## config.mk

```make
export PLATFORM = sky130hd
export DESIGN_NAME = nfhc_host
export DESIGN_NICKNAME = d
export VERILOG_FILES = /design/src/inc/nfhc_pkg.sv /design/src/logic/nfhc_host.sv
export VERILOG_INCLUDE_DIRS = /design/src /design/src/inc
export SDC_FILE = /design/constraint.sdc
export NUM_CORES = 1
export LEC_CHECK = 0
export ABC_AREA = 1
export BUFFER_PORTS_ARGS = -buffer_cell sky130_fd_sc_hd__buf_2
export CORE_MARGIN = 5
export CORE_UTILIZATION = 30
export CTS_CLUSTER_SIZE = 20
export DETAILED_ROUTE_END_ITERATION = 8
export PLACE_DENSITY = 0.5
export SYNTH_ARGS = -nofsm -noshare
export SYNTH_HDL_FRONTEND = slang
export SYNTH_SLANG_ARGS = --single-unit
```

## constraint.sdc

```tcl
create_clock -name I_CLK -period 2.1 [get_ports I_CLK]
set_input_delay 0.42 -clock I_CLK [delete_from_list [all_inputs] [get_ports I_CLK]]
set_output_delay 0.42 -clock I_CLK [all_outputs]
set_load 0.02 [all_outputs]
```

## src/inc/nfhc_regs.svh

```systemverilog
// timing counts and command codes for the nand host controller
`ifndef NFHC_REGS_SVH
`define NFHC_REGS_SVH
`define NFHC_CMD_READ_A      8'h00
`define NFHC_CMD_READ_B      8'h01
`define NFHC_CMD_READ_SPARE  8'h50
`define NFHC_CMD_READ_ID     8'h90
`define NFHC_CMD_RESET       8'hFF
`define NFHC_CMD_STATUS      8'h70
`define NFHC_CMD_LOCK        8'h2A
`define NFHC_CMD_LOCK_TIGHT  8'h2C
`define NFHC_CMD_LOCK_STATUS 8'h7A
`define NFHC_CMD_PROG        8'h80
`define NFHC_CMD_PROG_GO     8'h10
`define NFHC_CMD_COPY_GO     8'h8A
`define NFHC_CMD_ERASE       8'h60
`define NFHC_CMD_ERASE_GO    8'hD0
`define NFHC_CMD_UNLOCK      8'h23
`define NFHC_CMD_UNLOCK_GO   8'h24
// strobe phase length in ns and in cycles of the 4 ns clock
`define NFHC_PHASE_NS        28
`define NFHC_CLK_NS          4
`define NFHC_PHASE_CYC       ((`NFHC_PHASE_NS + `NFHC_CLK_NS - 1) / `NFHC_CLK_NS)
`define NFHC_CNT_W           4
`define NFHC_LAST_COL        10'h20F
`endif

```

## src/inc/nfhc_pkg.sv

```systemverilog
// types of the nand host controller
package nfhc_pkg;
  typedef enum logic [2:0] {
    NFHC_OP_CMD  = 3'h0,
    NFHC_OP_ADDR = 3'h1,
    NFHC_OP_WR   = 3'h2,
    NFHC_OP_RD   = 3'h3,
    NFHC_OP_WAIT = 3'h4
  } nfhc_op_t;
  typedef struct packed {
    nfhc_op_t    op;
    logic [15:0] data;
  } nfhc_req_t;
  typedef struct packed {
    logic cle;
    logic ale;
    logic ce_n;
    logic we_n;
    logic rd_n;
  } nfhc_strb_t;
  typedef enum logic [2:0] {
    NFHC_S_IDLE  = 3'h0,
    NFHC_S_LOW   = 3'h1,
    NFHC_S_HIGH  = 3'h2,
    NFHC_S_WAIT  = 3'h3,
    NFHC_S_DONE  = 3'h4
  } nfhc_state_t;
endpackage : nfhc_pkg

```

## src/logic/nfhc_host.sv

```systemverilog
// host-side controller that drives the nand pin interface
// What this block does
// - three address cycles: column, row low, row high
// - upper data lines low during address
// - erase sends two row cycles only
// - write strobe pulsed low, chip select low
// - two-cycle ops start on confirm command
// - only reset/status commands accepted while busy
// - undefined commands never issued
// - word-wide data moves sixteen bits
// - read/program: command then three addresses
// - address latch or command latch qualifies byte
`timescale 1ns/1ps
`default_nettype none
`include "nfhc_regs.svh"
module nfhc_host (
  input  wire logic              I_CLK,
  input  wire logic              I_RST,
  input  wire nfhc_pkg::nfhc_req_t i_req,
  input  wire logic              i_req_valid,
  input  wire logic              i_lock_autoread_enable,
  input  wire logic              i_write_protect_n,
  input  wire logic              I_RB_N,
  input  wire logic [15:0]       I_IO,
  output logic                   o_req_ready,
  output logic                   o_req_reject,
  output logic [15:0]            o_rd_data,
  output logic                   o_rd_valid,
  output logic                   o_busy,
  output logic [15:0]            O_IO,
  output logic                   O_IO_OE,
  output logic                   O_CLE,
  output logic                   O_ALE,
  output logic                   O_CE_N,
  output logic                   O_WE_N,
  output logic                   O_READ_STROBE_N,
  output logic                   O_WP_N,
  output logic                   O_LOCK_AUTOREAD_ENABLE
);
  // ==========================================================
  // pin synchronisers
  logic        rb_meta_reg;
  logic        rb_sync_reg;
  logic [15:0] io_meta_reg;
  logic [15:0] io_sync_reg;
  always_ff @(posedge I_CLK) begin
    rb_meta_reg <= I_RB_N;
    rb_sync_reg <= rb_meta_reg;
    io_meta_reg <= I_IO;
    io_sync_reg <= io_meta_reg;
  end
  // ==========================================================
  // command screening
  function automatic logic cmd_legal(input logic [7:0] c);
    cmd_legal = (c == `NFHC_CMD_READ_A)  || (c == `NFHC_CMD_READ_B) ||
                (c == `NFHC_CMD_READ_SPARE) || (c == `NFHC_CMD_READ_ID) ||
                (c == `NFHC_CMD_RESET)   || (c == `NFHC_CMD_STATUS) ||
                (c == `NFHC_CMD_LOCK)    || (c == `NFHC_CMD_LOCK_TIGHT) ||
                (c == `NFHC_CMD_LOCK_STATUS) || (c == `NFHC_CMD_PROG) ||
                (c == `NFHC_CMD_PROG_GO) || (c == `NFHC_CMD_COPY_GO) ||
                (c == `NFHC_CMD_ERASE)   || (c == `NFHC_CMD_ERASE_GO) ||
                (c == `NFHC_CMD_UNLOCK)  || (c == `NFHC_CMD_UNLOCK_GO);
  endfunction : cmd_legal
  function automatic logic cmd_busy_ok(input logic [7:0] c);
    cmd_busy_ok = (c == `NFHC_CMD_RESET) || (c == `NFHC_CMD_STATUS);
  endfunction : cmd_busy_ok
  wire logic       dev_busy    = ~rb_sync_reg;
  wire logic [7:0] req_cmd     = i_req.data[7:0];
  wire logic       is_cmd      = (i_req.op == nfhc_pkg::NFHC_OP_CMD);
  wire logic       cmd_bad     = is_cmd && (!cmd_legal(req_cmd) || (dev_busy && !cmd_busy_ok(req_cmd)));
  // waits and reads stay open while busy, new address or data bytes do not
  wire logic       other_busy  = dev_busy &&
                                 ((i_req.op == nfhc_pkg::NFHC_OP_ADDR) || (i_req.op == nfhc_pkg::NFHC_OP_WR));
  wire logic       wr_blocked  = is_cmd && !i_write_protect_n &&
                                 ((req_cmd == `NFHC_CMD_PROG_GO) || (req_cmd == `NFHC_CMD_ERASE_GO) ||
                                  (req_cmd == `NFHC_CMD_COPY_GO));
  wire logic       req_reject  = cmd_bad || other_busy || wr_blocked;
  // ==========================================================
  // strobe sequencer
  nfhc_pkg::nfhc_state_t state_reg;
  nfhc_pkg::nfhc_state_t state_next;
  nfhc_pkg::nfhc_op_t    op_reg;
  logic [15:0]           data_reg;
  logic [`NFHC_CNT_W-1:0] cnt_reg;
  wire logic             cnt_done = (cnt_reg == `NFHC_CNT_W'(`NFHC_PHASE_CYC - 1));
  wire logic             take     = (state_reg == nfhc_pkg::NFHC_S_IDLE) && i_req_valid;
  wire logic             accept   = take && !req_reject;
  // op owning the coming cycle: the offered one on a take, else the held one
  wire nfhc_pkg::nfhc_op_t cur_op = take ? i_req.op : op_reg;
  wire logic             is_read  = (cur_op == nfhc_pkg::NFHC_OP_RD);
  wire logic             is_wait  = (cur_op == nfhc_pkg::NFHC_OP_WAIT);
  // address bytes use only the low eight lines, upper ones held low
  wire logic [15:0]      drive_val = (op_reg == nfhc_pkg::NFHC_OP_WR) ? data_reg :
                                     {8'h00, data_reg[7:0]};
  always_comb begin
    state_next = state_reg;
    unique case (state_reg)
      nfhc_pkg::NFHC_S_IDLE: begin
        if (accept) begin
          state_next = (i_req.op == nfhc_pkg::NFHC_OP_WAIT) ? nfhc_pkg::NFHC_S_WAIT : nfhc_pkg::NFHC_S_LOW;
        end
      end
      nfhc_pkg::NFHC_S_LOW: begin
        if (cnt_done) begin
          state_next = nfhc_pkg::NFHC_S_HIGH;
        end
      end
      nfhc_pkg::NFHC_S_HIGH: begin
        if (cnt_done) begin
          state_next = nfhc_pkg::NFHC_S_DONE;
        end
      end
      nfhc_pkg::NFHC_S_WAIT: begin
        if (!dev_busy) begin
          state_next = nfhc_pkg::NFHC_S_DONE;
        end
      end
      nfhc_pkg::NFHC_S_DONE: begin
        state_next = nfhc_pkg::NFHC_S_IDLE;
      end
      default: begin
        state_next = nfhc_pkg::NFHC_S_IDLE;
      end
    endcase
  end
  wire logic phase_step = (state_reg == nfhc_pkg::NFHC_S_LOW) || (state_reg == nfhc_pkg::NFHC_S_HIGH);
  wire logic in_low     = (state_next == nfhc_pkg::NFHC_S_LOW);
  wire logic drive_now  = (state_next == nfhc_pkg::NFHC_S_LOW || state_next == nfhc_pkg::NFHC_S_HIGH) && !is_read;
  wire logic rd_take    = is_read && (state_reg == nfhc_pkg::NFHC_S_LOW) && cnt_done;
  // ==========================================================
  // next pin values
  // chip select stays high through a busy wait
  wire logic        ce_n_next = !((state_next != nfhc_pkg::NFHC_S_IDLE) && !is_wait);
  wire logic        cle_next  = drive_now && (cur_op == nfhc_pkg::NFHC_OP_CMD);
  // address bytes go out in the order queued: column, row low, row high
  wire logic        ale_next  = drive_now && (cur_op == nfhc_pkg::NFHC_OP_ADDR);
  wire logic        we_n_next = !(in_low && !is_read);
  wire logic        rs_n_next = !(in_low && is_read);
  wire logic [15:0] io_next   = !accept ? drive_val :
                                (i_req.op == nfhc_pkg::NFHC_OP_WR) ? i_req.data :
                                {8'h00, i_req.data[7:0]};
  always_ff @(posedge I_CLK) begin
    if (I_RST) begin
      state_reg <= nfhc_pkg::NFHC_S_IDLE;
      op_reg    <= nfhc_pkg::NFHC_OP_CMD;
      data_reg  <= 16'h0000;
      cnt_reg   <= '0;
    end else begin
      state_reg <= state_next;
      if (accept) begin
        op_reg   <= i_req.op;
        data_reg <= i_req.data;
      end
      cnt_reg <= (phase_step && !cnt_done) ? cnt_reg + 1'b1 : '0;
    end
  end
  // ==========================================================
  // pin registers
  always_ff @(posedge I_CLK) begin
    if (I_RST) begin
      O_CE_N          <= 1'b1;
      O_CLE           <= 1'b0;
      O_ALE           <= 1'b0;
      O_WE_N          <= 1'b1;
      O_READ_STROBE_N <= 1'b1;
      O_IO            <= 16'h0000;
      O_IO_OE         <= 1'b0;
    end else begin
      O_CE_N          <= ce_n_next;
      O_CLE           <= cle_next;
      O_ALE           <= ale_next;
      O_WE_N          <= we_n_next;
      O_READ_STROBE_N <= rs_n_next;
      O_IO            <= io_next;
      O_IO_OE         <= drive_now;
    end
  end
  // ==========================================================
  // handshake and status outputs
  always_ff @(posedge I_CLK) begin
    if (I_RST) begin
      o_req_ready            <= 1'b0;
      o_req_reject           <= 1'b0;
      o_rd_data              <= 16'h0000;
      o_rd_valid             <= 1'b0;
      o_busy                 <= 1'b0;
      O_WP_N                 <= 1'b0;
      O_LOCK_AUTOREAD_ENABLE <= 1'b0;
    end else begin
      o_req_ready            <= (state_next == nfhc_pkg::NFHC_S_IDLE);
      o_req_reject           <= take && req_reject;
      o_rd_valid             <= rd_take;
      if (rd_take) begin
        o_rd_data <= io_sync_reg;
      end
      o_busy                 <= dev_busy;
      O_WP_N                 <= i_write_protect_n;
      O_LOCK_AUTOREAD_ENABLE <= i_lock_autoread_enable;
    end
  end
endmodule : nfhc_host
`default_nettype wire

```

==> Implementation_results.wiki, run 1 <==
{| class="wikitable"
! Metric !! Value
|-
| Status || complete, no violations
|-
| Port bufs || between 80 and 90
|-
| Net count reported at finish || 510
|-
| Count of pins on the block boundary || 85
|-
| Async set-or-reset flop fraction in the synthesized netlist || 0%
|-
| Critical register-to-register path startpoint || state_reg[2]$_SDFF_PP0_
|-
| Total number of placement rows || 39
|-
| Detailed placement HPWL || 5.432 mm
|-
| Die Y-Extent || 117.7 um
|-
| Clock tree from TritonCTS || yes
|-
| Total global-route track usage || 11.31%
|-
| Detail Route Antenna Nets || 0
|-
| Warning count from the yosys run || 0
|-
| Leakage power || 1.930 nW
|-
| EDFF count, synth || 0
|-
| Least-Margin Pin Slew || 0.5957 ns
|-
| Crit path arrival time || 2.03 ns
|-
| Starting utilization of the core area || 30.58%
|-
| Core area || 0.01137 mm2
|-
| Dominant register cell in the synthesized netlist || dfxtp_1
|-
| Full die area || 0.01384 mm2
|-
| Clock Tree Buf Depth || 2
|-
| Worst clock skew on the final layout || 0.008782 ns
|-
| Total detailed-routing wirelength || around 7.6 mm
|-
| Top area cells in the synthesized netlist || dfxtp_1, a21oi_1, nand2_1
|-
| Crit. Startpoint || state_reg[2]$_SDFF_PP0_
|-
| Data required time of the critical path || between 2 and 2.5 ns
|-
| Number of hold-repair buffers added at the cts stage || 0
|-
| Via count of the first global-routing pass || between 2,000 and 3,000
|-
| Post-CTS setup buffer count || 0
|-
| Final hold violation count || 0
|-
| Peak per-stage delay on the critical path || 0.32 ns
|-
| Share of cells above drive strength 1 || around 28%
|-
| Final total negative setup slack || 0 ns
|-
| Netlist Area Pre-Place || around 0.0035 mm2
|-
| Count of clock tree sinks || 104
|-
| Top cells by instance count after synthesis || dfxtp_1, nand2_1, a21oi_1, nand3_1, nor2_1
|-
| Gate count after technology mapping || 379
|-
| Worst slew margin || between 60% and 70%
|-
| Global-route congestion overflow total || 0
|-
| Max Slew Vio Count || 0
|-
| Wire length of the first global-routing pass || 12.76 mm
|-
| Fill cell total of the finished layout || roughly 1,200
|-
| Max Used Layer || met4
|-
| Share of the clock period used by the worst path || 83.17%
|-
| Post-layout minimum cycle time || approximately 1.7 ns
|-
| Length of routed met2 wiring || 3.708 mm
|-
| Cell Chain, Critical Path || nor2_2 -> nand2_2 -> nor2_8 -> nand2_1 -> o21ai_2 -> nand2_4 -> nor2_8 -> buf_4 -> nand3_1 -> a21oi_1
|-
| Via Count || 2,680
|-
| Routed length per instance || 12.39 um
|-
| Largest driver fanout on the critical path || 13
|-
| Met1 layer wirelength in the final routing || 3.381 mm
|-
| Clock latency of the later-clocked register in the worst-skew pair || about 0.35 ns
|-
| Maximum level of the CTS H-tree || 3
|-
| Final design utilization || 38.02%
|-
| Met3 Routed Length || around 350 um
|-
| Type of the most critical hold path || primary input to register
|-
| Antenna violations before repair || 0
|-
| Maximum capacitance violations || 0
|-
| Post-synth net total || 422
|-
| GP Congestion || 0.7657
|-
| Sum of buffers and inverters on the critical path || 1
|-
| Distinct cells, synth || 31
|-
| Top achievable clock speed || 572.6 MHz
|-
| Most frequently used cell type in the post-synthesis netlist || dfxtp_1
|-
| Biggest area consumer among synthesized cells || dfxtp_1
|-
| Count of state elements after synthesis || between 100 and 150
|-
| Startpoint of the worst hold path || I_IO[12]
|-
| CP endpoint kind || register
|-
| Crit Path Category || register to register
|-
| Total iterations of the first detailed-routing run || 4
|-
| CTS Root Buffer Type || clkbuf_16
|-
| Number of diodes || 0
|-
| Highest-delay cell along the critical path || dfxtp_1
|-
| Setup repair after global routing missed its margin || false
|-
| Post-synthesis sequential area ratio || about three fifths
|-
| Most used cell along the critical path || nor2_8
|-
| Worst supply voltage drop on vdd || 372.9 uV
|-
| Via/cell ratio || between 4 and 5
|-
| Resized cells post-CTS || 0
|-
| Final setup violation count || 0
|-
| Total placed cells including tap cells || about 600
|-
| Kind of start point of the critical path || register
|-
| PD cells || ~960 mW/mm2
|-
| Number of buffers inserted during clock tree synthesis || 9
|-
| Relative area change from synthesis to final layout || 24.33%
|-
| Crit path max-delay family || simple AND/OR/NAND/NOR gates
|-
| Pin count of the biggest net entering global routing || 33
|-
| Proportion of netlist area held by the largest area contributor || 59.88%
|-
| Residual DRC count || 0
|-
| Syn_area_per_cell || 9.174 um2
|-
| Clock transition at the registers of the reported paths || around 0.080 ns
|-
| Number of cells in the finished layout apart from fillers || between 600 and 700
|-
| Horizontal extent of the die || 117.7 um
|-
| Count of routing violations after the opening detailed-route iteration || around 110
|}
[metal layers]
layer,GRT usage [%],vias to the layer above
met1,13.44,1196
met2,18.32,54
met3,3.364,14
met5,0,-
li1,-,1416
met4,6.022,0
[final cells by class]
cell class	instances	area (um2)	share of cell area, %
sequential	104	2082	48.16
inverter	29	113.9	2.634
timing repair buffer	91	473.0	10.94
clock buffer	9	225.2	5.210
multi-input combinational	232	1169	27.03
tap	143	178.9	4.139
clock inverter	7	81.33	1.881
[placed cells by master, fill, tap and decap left out, drive strengths merged]
cell type  instances
a21oi             51
xor2               1
nand3b             2
o21ai             11
nand3             40
dfxtp            104
clkinv             3
inv               33
nand4              4
buf               91
nand2             72
a211oi             1
o211ai             1
o22ai              1
nor2              39
xnor2              1
ha                 2
clkbuf             9
nor3               6
[where the power goes]
part	switching, W	leakage, nW	total (W)	internal (W)
sequential	0.0000320	0.858	0.00211	0.00207
combinational	0.000254	0.922	0.000379	0.000125
clock	0.000825	0.150	0.00168	0.000852
[cells by family after synthesis]
| family | Yosys count | synth area share (%) |
|---|---|---|
| AOI/OAI and AO/OA | 65 | 9.968 |
| xor gates and xnor gates | 2 | 0.5039 |
| adders and majority gates | 2 | 0.7196 |
| buffers and inverters | 43 | 6.513 |
| DFF | 104 | 59.88 |
| and+or+nand+nor | 163 | 22.42 |
[metrics by stage]
stage,total power [W],setup slack (ns),cell area [um2],hold slack (ns)
floorplan,0.002414,0.4029,3477,0.3096
global route,0.004365,0.1654,4323,0.1371
CTS,0.004221,0.3317,4323,0.1453
global placement,0.002533,0.1739,4016,0.3107
finish,0.004161,0.3535,4323,0.1598
detailed placement,0.002538,0.1118,4016,0.3121
[final timing paths]
check,slack [ns],end,depth (start not counted)
max,0.35,o_rd_data[4]$_SDFFE_PP0P_,10
min,0.16,io_meta_reg[12]$_DFF_P_,1
max reg2reg,0.35,o_rd_data[4]$_SDFFE_PP0P_,10
min reg2reg,0.33,io_sync_reg[1]$_DFF_P_,0
Power figures use the tool's default switching activity.
==> run 2: changes to the inputs <==
==> constraint.sdc (replaced) <==
create_clock -name I_CLK -period 1.62 [get_ports I_CLK]
set_input_delay 0.324 -clock I_CLK [delete_from_list [all_inputs] [get_ports I_CLK]]
set_output_delay 0.324 -clock I_CLK [all_outputs]
set_load 0.02 [all_outputs]
==> run 2 against run 1 <==
The run now ends with setup timing left. Core utilization increased by 3.9 points. First-iteration DRC count down 2.8%. Clock skew up 0.00062 ns. Die area unchanged. Sequential share of layout area down 4.4 points. Clock-buffer cell count increased by 1. Largest cell class unchanged.
==> Implementation_results.wiki, run 2 (synthesis results as in run 1) <==
{| class="wikitable"
! Metric !! Value
|-
| Status || finished, violations left
|-
| Failing checks || setup timing
|-
| Switching Fraction || 26.06%
|-
| Clock transition at the registers of the reported paths || approximately 0.07 ns
|-
| Clock latency of the later-clocked register in the worst-skew pair || 0.35 ns
|-
| Clock tree from TritonCTS || yes
|-
| Cell Chain, Critical Path || nor2_4 -> nand2_4 -> nor2_8 -> nand2_2 -> o21ai_4 -> nand2_4 -> nor2_8 -> buf_12 -> nand3_2 -> a21oi_1
|-
| Number of stages on the worst hold path || 1
|-
| Crit path arrival time || 1.90 ns
|-
| Least-Margin Pin Slew || 0.3910 ns
|-
| Crit Path Category || register to register
|-
| Via count of the first global-routing pass || 2,733
|-
| Setup repair after global routing missed its margin || true
|-
| Full die area || 0.01384 mm2
|-
| Global-route congestion overflow total || 0
|-
| Pin count of the biggest net entering global routing || 33
|-
| Relative area change from synthesis to final layout || 37.06%
|-
| Number of diodes || 0
|-
| Wire length of the first global-routing pass || 12.92 mm
|-
| Final hold violation count || 0
|-
| Design Area, Final || 0.004766 mm2
|-
| Worst Slack Setup Final || -0.002102 ns
|-
| FF-to-FF path depth || 10
|-
| Starting utilization of the core area || 30.58%
|-
| Number of buffers inserted during clock tree synthesis || 9
|-
| Sum of buffers and inverters on the critical path || 1
|-
| Final total negative setup slack || -0.002102 ns
|-
| Data required time of the critical path || roughly 1.9 ns
|-
| Highest-delay cell along the critical path || dfxtp_2
|-
| Worst hold slack across all endpoints || 0.07297 ns
|-
| Largest driver fanout on the critical path || 7
|-
| Via/cell ratio || 4.374
|-
| Net switching power || between 0.001 and 0.0015 W
|-
| Share of cells above drive strength 1 || 39.92%
|-
| Placed standard-cell area || 0.004192 mm2
|-
| Worst slew margin || 73.84%
|-
| Die Y-Extent || 117.7 um
|-
| Core area || 0.01137 mm2
|-
| Maximum capacitance violations || 0
|-
| Routed length per instance || 12.45 um
|-
| Internal Pwr Total || 0.004011 W
|-
| Worst clock skew on the final layout || 0.009402 ns
|-
| Top achievable clock speed || between 600 and 700 MHz
|-
| Type of the most critical hold path || primary input to register
|-
| Port bufs || 84
|-
| Leakage power || about 2.1 nW
|-
| Kind of start point of the critical path || register
|-
| Final design utilization || 41.92%
|-
| Power share of the sequential group || 50.4%
|-
| Final setup violation count || 1
|-
| Register area || 0.002087 mm2
|-
| Fraction of power consumed by the clock network || between 30% and 40%
|-
| Peak per-stage delay on the critical path || roughly 0.33 ns
|-
| Detail Route Antenna Nets || 0
|-
| CP endpoint kind || register
|-
| Total detailed-routing wirelength || 8.017 mm
|-
| Maximum level of the CTS H-tree || 3
|-
| Net count reported at finish || 539
|-
| Residual DRC count || 0
|-
| Max Slew Vio Count || 0
|-
| Antenna violations before repair || 0
|-
| Worst supply voltage drop on vdd || 710.5 uV
|-
| PD cells || around 1100 mW/mm2
|-
| Total area of multi-input combinational cells || 0.001358 mm2
|-
| Share of the clock period used by the worst path || 100.1%
|-
| Total global-route track usage || 11.49%
|-
| Via Count || 2,817
|-
| Combinational Power Share || a little under an eighth
|-
| Post-layout minimum cycle time || 1.622 ns
|-
| Clock Tree Buf Depth || 2
|-
| Commonest cells after routing, fill and taps aside || dfxtp_1, buf_2, nand2_1
|-
| Number of logic stages on the critical path including buffering || 10
|-
| CTS Root Buffer Type || clkbuf_16
|-
| Fill cell total of the finished layout || between 1,000 and 1,500
|-
| Count of pins on the block boundary || 85
|-
| Horizontal extent of the die || 117.7 um
|-
| Most common cell after layout, fill and taps aside || dfxtp_1
|-
| Total number of placement rows || 39
|-
| Detailed placement HPWL || 5.564 mm
|-
| Total iterations of the first detailed-routing run || 5
|-
| Count of clock tree sinks || 104
|-
| GP Congestion || 0.8113
|-
| Count of routing violations after the opening detailed-route iteration || 104
|-
| Crit path max-delay family || simple AND/OR/NAND/NOR gates
|}
## run 2: cell count changes in the layout (fill, tap and decap cells not counted), moves of 3 or more
cell and change:
nand3_1 -15, dfxtp_2 +4, nand3_2 +15, a21oi_2 +12
dfxtp_1 -4, a21oi_1 -13, inv_1 -3, buf_4 +23
buf_6 +4, inv_2 +3
## run 2: path summary, 6_finish.rpt
kind,start,endpoint,slack [ns]
min reg2reg,io_meta_reg[2]$_DFF_P_,io_sync_reg[2]$_DFF_P_,0.33
min,I_IO[10],io_meta_reg[10]$_DFF_P_,0.07
max,state_reg[0]$_SDFF_PP0_,o_rd_data[1]$_SDFFE_PP0P_,-0.002
max reg2reg,state_reg[0]$_SDFF_PP0_,o_rd_data[1]$_SDFFE_PP0P_,-0.002
## run 2: power groups by stage
stage,Clock [W],Combinational [W],Sequential (W)
floorplan,0,0.000292,0.00284
global placement,0,0.000544,0.00279
detailed placement,0,0.000550,0.00279
CTS,0.00217,0.000562,0.00273
global route,0.00226,0.000674,0.00275
finish,0.00208,0.000612,0.00273
## run 2: cell type report
cell class,instances,area share [%]
inverters,29,2.547
multi-input cells,232,28.49
flip-flops and latches,104,43.79
clock inverters,6,1.286
well taps,143,3.754
clock buffers,10,4.804
repair buffers,120,15.33
## run 2: worst register-to-register path, cell delays in order, from the launching register on
cell	delay, ns
dfxtp_2	0.33
nor2_4	0.14
nand2_4	0.08
nor2_8	0.16
nand2_2	0.09
o21ai_4	0.08
nand2_4	0.09
nor2_8	0.24
buf_12	0.17
nand3_2	0.06
a21oi_1	0.12
## run 2: metrics by stage
step | std cells | setup slack [ns] | total power (W)
global placement | 620 | -0.1894 | 0.003331
detailed placement | 620 | -0.2483 | 0.003338
CTS | 638 | -0.01373 | 0.005459
global route | 644 | -0.1203 | 0.005682
floorplan | 379 | 0.01814 | 0.003130
finish | 644 | -0.002102 | 0.005425
## run 2: per-layer routing
layer,track usage (%),wire length [um],up-vias
met2,18.21,3877,64
met5,0,0,-
met3,4.998,450,7
met4,4.659,102,0
li1,-,-,1470
met1,13.62,3588,1276
## run 2: repair_timing
item	in CTS	in global routing
pin swaps	0	28
endpoints found under the setup margin	21	41
setup buffers	2	6
hold endpoints to repair	0	0
hold buffers	0	0
cloned	0	0
resized for setup	1	52
==> run 3: changes to the inputs <==
--- a/config.mk
+++ b/config.mk
@@ -12,7 +12,7 @@
 export CORE_UTILIZATION = 30
 export CTS_CLUSTER_SIZE = 20
 export DETAILED_ROUTE_END_ITERATION = 8
-export PLACE_DENSITY = 0.5
+export PLACE_DENSITY = 0.52
 export SYNTH_ARGS = -nofsm -noshare
 export SYNTH_HDL_FRONTEND = slang
 export SYNTH_SLANG_ARGS = --single-unit
==> run 3 against run 2 <==
The run still ends with setup timing left. First-iteration DRC count is 24% higher. Cell count down 1.1%. Hold slack better by 0.00073 ns. Sequential share of layout area rose by 0.57 points. Sequential power about the same. Die area unchanged. Cell area is 1.3% lower.
==> Implementation_results.wiki, run 3 (synthesis results as in run 1) <==
{| class="wikitable"
! Metric !! Value
|-
| Die Y-Extent || 117.7 um
|-
| Worst slew margin || 71.44%
|-
| Starting utilization of the core area || a little under a third
|-
| Setup repair after global routing missed its margin || true
|-
| Detailed placement HPWL || 5.517 mm
|-
| Commonest cells after routing, fill and taps aside || dfxtp_1, buf_2, nand2_1
|-
| Crit path arrival time || approximately 2.0 ns
|-
| Via Count || 2,821
|-
| Critical R2R Capture || o_rd_data[9]$_SDFFE_PP0P_
|-
| Final setup violation count || 16
|-
| Status || finished, violations left
|-
| Worst hold slack across all endpoints || 0.07371 ns
|-
| Horizontal extent of the die || 117.7 um
|-
| Count of clock tree sinks || about 100
|-
| Number of stages on the worst hold path || 1
|-
| Routed length per instance || 12.50 um
|-
| Pin count of the biggest net entering global routing || 35
|-
| Top achievable clock speed || 597.7 MHz
|-
| Placed standard-cell area || 0.004174 mm2
|-
| Residual DRC count || 0
|-
| Design Area, Final || between 0.004 and 0.005 mm2
|-
| Count of pins on the block boundary || 85
|-
| Final total negative setup slack || -0.4975 ns
|-
| Total number of placement rows || 39
|-
| Relative area change from synthesis to final layout || 35.30%
|-
| Share of the clock period used by the worst path || 103.3%
|-
| PD cells || 1176 mW/mm2
|-
| Worst clock skew on the final layout || between 0.01 and 0.015 ns
|-
| Leakage power || 2.068 nW
|-
| Number of diodes || 0
|-
| Wire length of the first global-routing pass || 12.87 mm
|-
| Peak per-stage delay on the critical path || 0.34 ns
|-
| Net count reported at finish || 532
|-
| Failing checks || setup timing
|-
| Via count of the first global-routing pass || 2,760
|-
| Count of routing violations after the opening detailed-route iteration || 129
|-
| Most common cell after layout, fill and taps aside || dfxtp_1
|-
| Most used cell along the critical path || nand2_4
|-
| Final hold violation count || 0
|-
| Port bufs || 84
|-
| Share of cells above drive strength 1 || a little over a third
|-
| Global-route congestion overflow total || 0
|-
| Total iterations of the first detailed-routing run || 4
|-
| Type of the most critical hold path || primary input to register
|-
| CTS Root Buffer Type || clkbuf_16
|-
| Total global-route track usage || 11.31%
|-
| Full die area || 0.01384 mm2
|-
| Worst Hold Endpoint || io_meta_reg[12]$_DFF_P_
|-
| Total placed cells including tap cells || 616
|-
| Post-layout minimum cycle time || 1.673 ns
|-
| Crit Path Category || register to register
|-
| Maximum level of the CTS H-tree || 3
|-
| Clock latency of the later-clocked register in the worst-skew pair || roughly 0.34 ns
|-
| Highest-delay cell along the critical path || dfxtp_2
|-
| Kind of start point of the critical path || register
|-
| Antenna violations before repair || 1
|-
| Largest driver fanout on the critical path || 7
|-
| FF-to-FF path depth || 10
|-
| Critical register-to-register path startpoint || state_reg[0]$_SDFF_PP0_
|-
| Clock Tree Buf Depth || 2
|-
| Clock transition at the registers of the reported paths || 0.08 ns
|-
| Maximum capacitance violations || 0
|-
| Number of buffers inserted during clock tree synthesis || 9
|-
| Clock tree from TritonCTS || yes
|-
| Total detailed-routing wirelength || 7.965 mm
|-
| Least-Margin Pin Slew || 0.4284 ns
|-
| Worst Slack Setup Final || -0.05316 ns
|-
| Core area || 0.01137 mm2
|-
| Number of cells in the finished layout apart from fillers || between 600 and 700
|-
| Via/cell ratio || 4.429
|-
| Data required time of the critical path || between 1.5 and 2 ns
|-
| Startpoint of the worst hold path || I_IO[12]
|-
| Max Slew Vio Count || 0
|-
| Detail Route Antenna Nets || 0
|-
| Post-Place Setup Slack || -0.2151 ns
|-
| CP endpoint kind || register
|-
| Worst supply voltage drop on vdd || between 500 and 600 uV
|-
| GP Congestion || 0.8305
|-
| Worst-case register-to-register setup slack || -0.05 ns
|-
| Cell Chain, Critical Path || nor2_4 -> nand2_4 -> nor2_8 -> nand2_4 -> o21ai_4 -> nand2_4 -> nor2_8 -> clkbuf_16 -> nand3_1 -> a21oi_1
|}
[run 3: cell type report]
cell class	instances	area, um2
fill	1114	6665
sequential	104	2087
multi-input combinational	232	1309
timing repair buffer	113	691.9
clock buffer	9	225.2
tap	143	178.9
inverter	29	121.4
clock inverter	7	91.34
[run 3: stage by stage]
step,total power (W),utilization [%]
2_1_floorplan,0.003130,-
3_3_place_gp,0.003330,36.71
3_5_place_dp,0.003337,36.71
4_1_cts,0.005559,39.57
5_1_grt,0.005800,41.38
6_report,0.005531,41.38
[run 3: worst max path at each step]
stage,from,to,slack (ns),cells past startpoint
after floorplan,cnt_reg[0]$_SDFF_PP0_,O_CE_N$_SDFF_PP1_,0.02,11
after global placement,i_req[2],O_IO[8]$_SDFF_PP0_,-0.18,11
after detailed placement,i_req[4],O_ALE$_SDFF_PP0_,-0.22,15
after CTS,state_reg[2]$_SDFF_PP0_,o_rd_data[8]$_SDFFE_PP0P_,-0.02,10
after global routing,state_reg[0]$_SDFF_PP0_,o_rd_data[8]$_SDFFE_PP0P_,-0.16,10
final,state_reg[0]$_SDFF_PP0_,o_rd_data[9]$_SDFFE_PP0P_,-0.05,10
[run 3: routing by layer]
layer	vias up	GRT usage (%)	part of all wire [%]
met2	66	18.46	47
met3	6	3.700	4.8
met5	-	0	0.16
met4	2	4.444	0.90
li1	1455	-	-
met1	1292	13.78	47
[run 3: what timing repair did]
item	in CTS	in global routing
pin swaps	0	15
gates cloned	0	1
setup endpoints to repair	4	43
resized for setup	2	39
hold buffers	0	0
setup buffers	0	4
[run 3: critical path, delay by kind of cell, from the launching register on]
| kind | cells | cell delay, ns |
|---|---|---|
| AND/OR/NAND/NOR | 7 | 0.87 |
| flip-flops | 1 | 0.34 |
| AO/OA/AOI/OAI | 2 | 0.22 |
| buffers and inverters | 1 | 0.19 |
[run 3: power by group]
part	internal, W	switching (W)
sequential	0.00269	0.0000398
clock	0.00112	0.00107
combinational	0.000240	0.000371
total	0.00405	0.00148
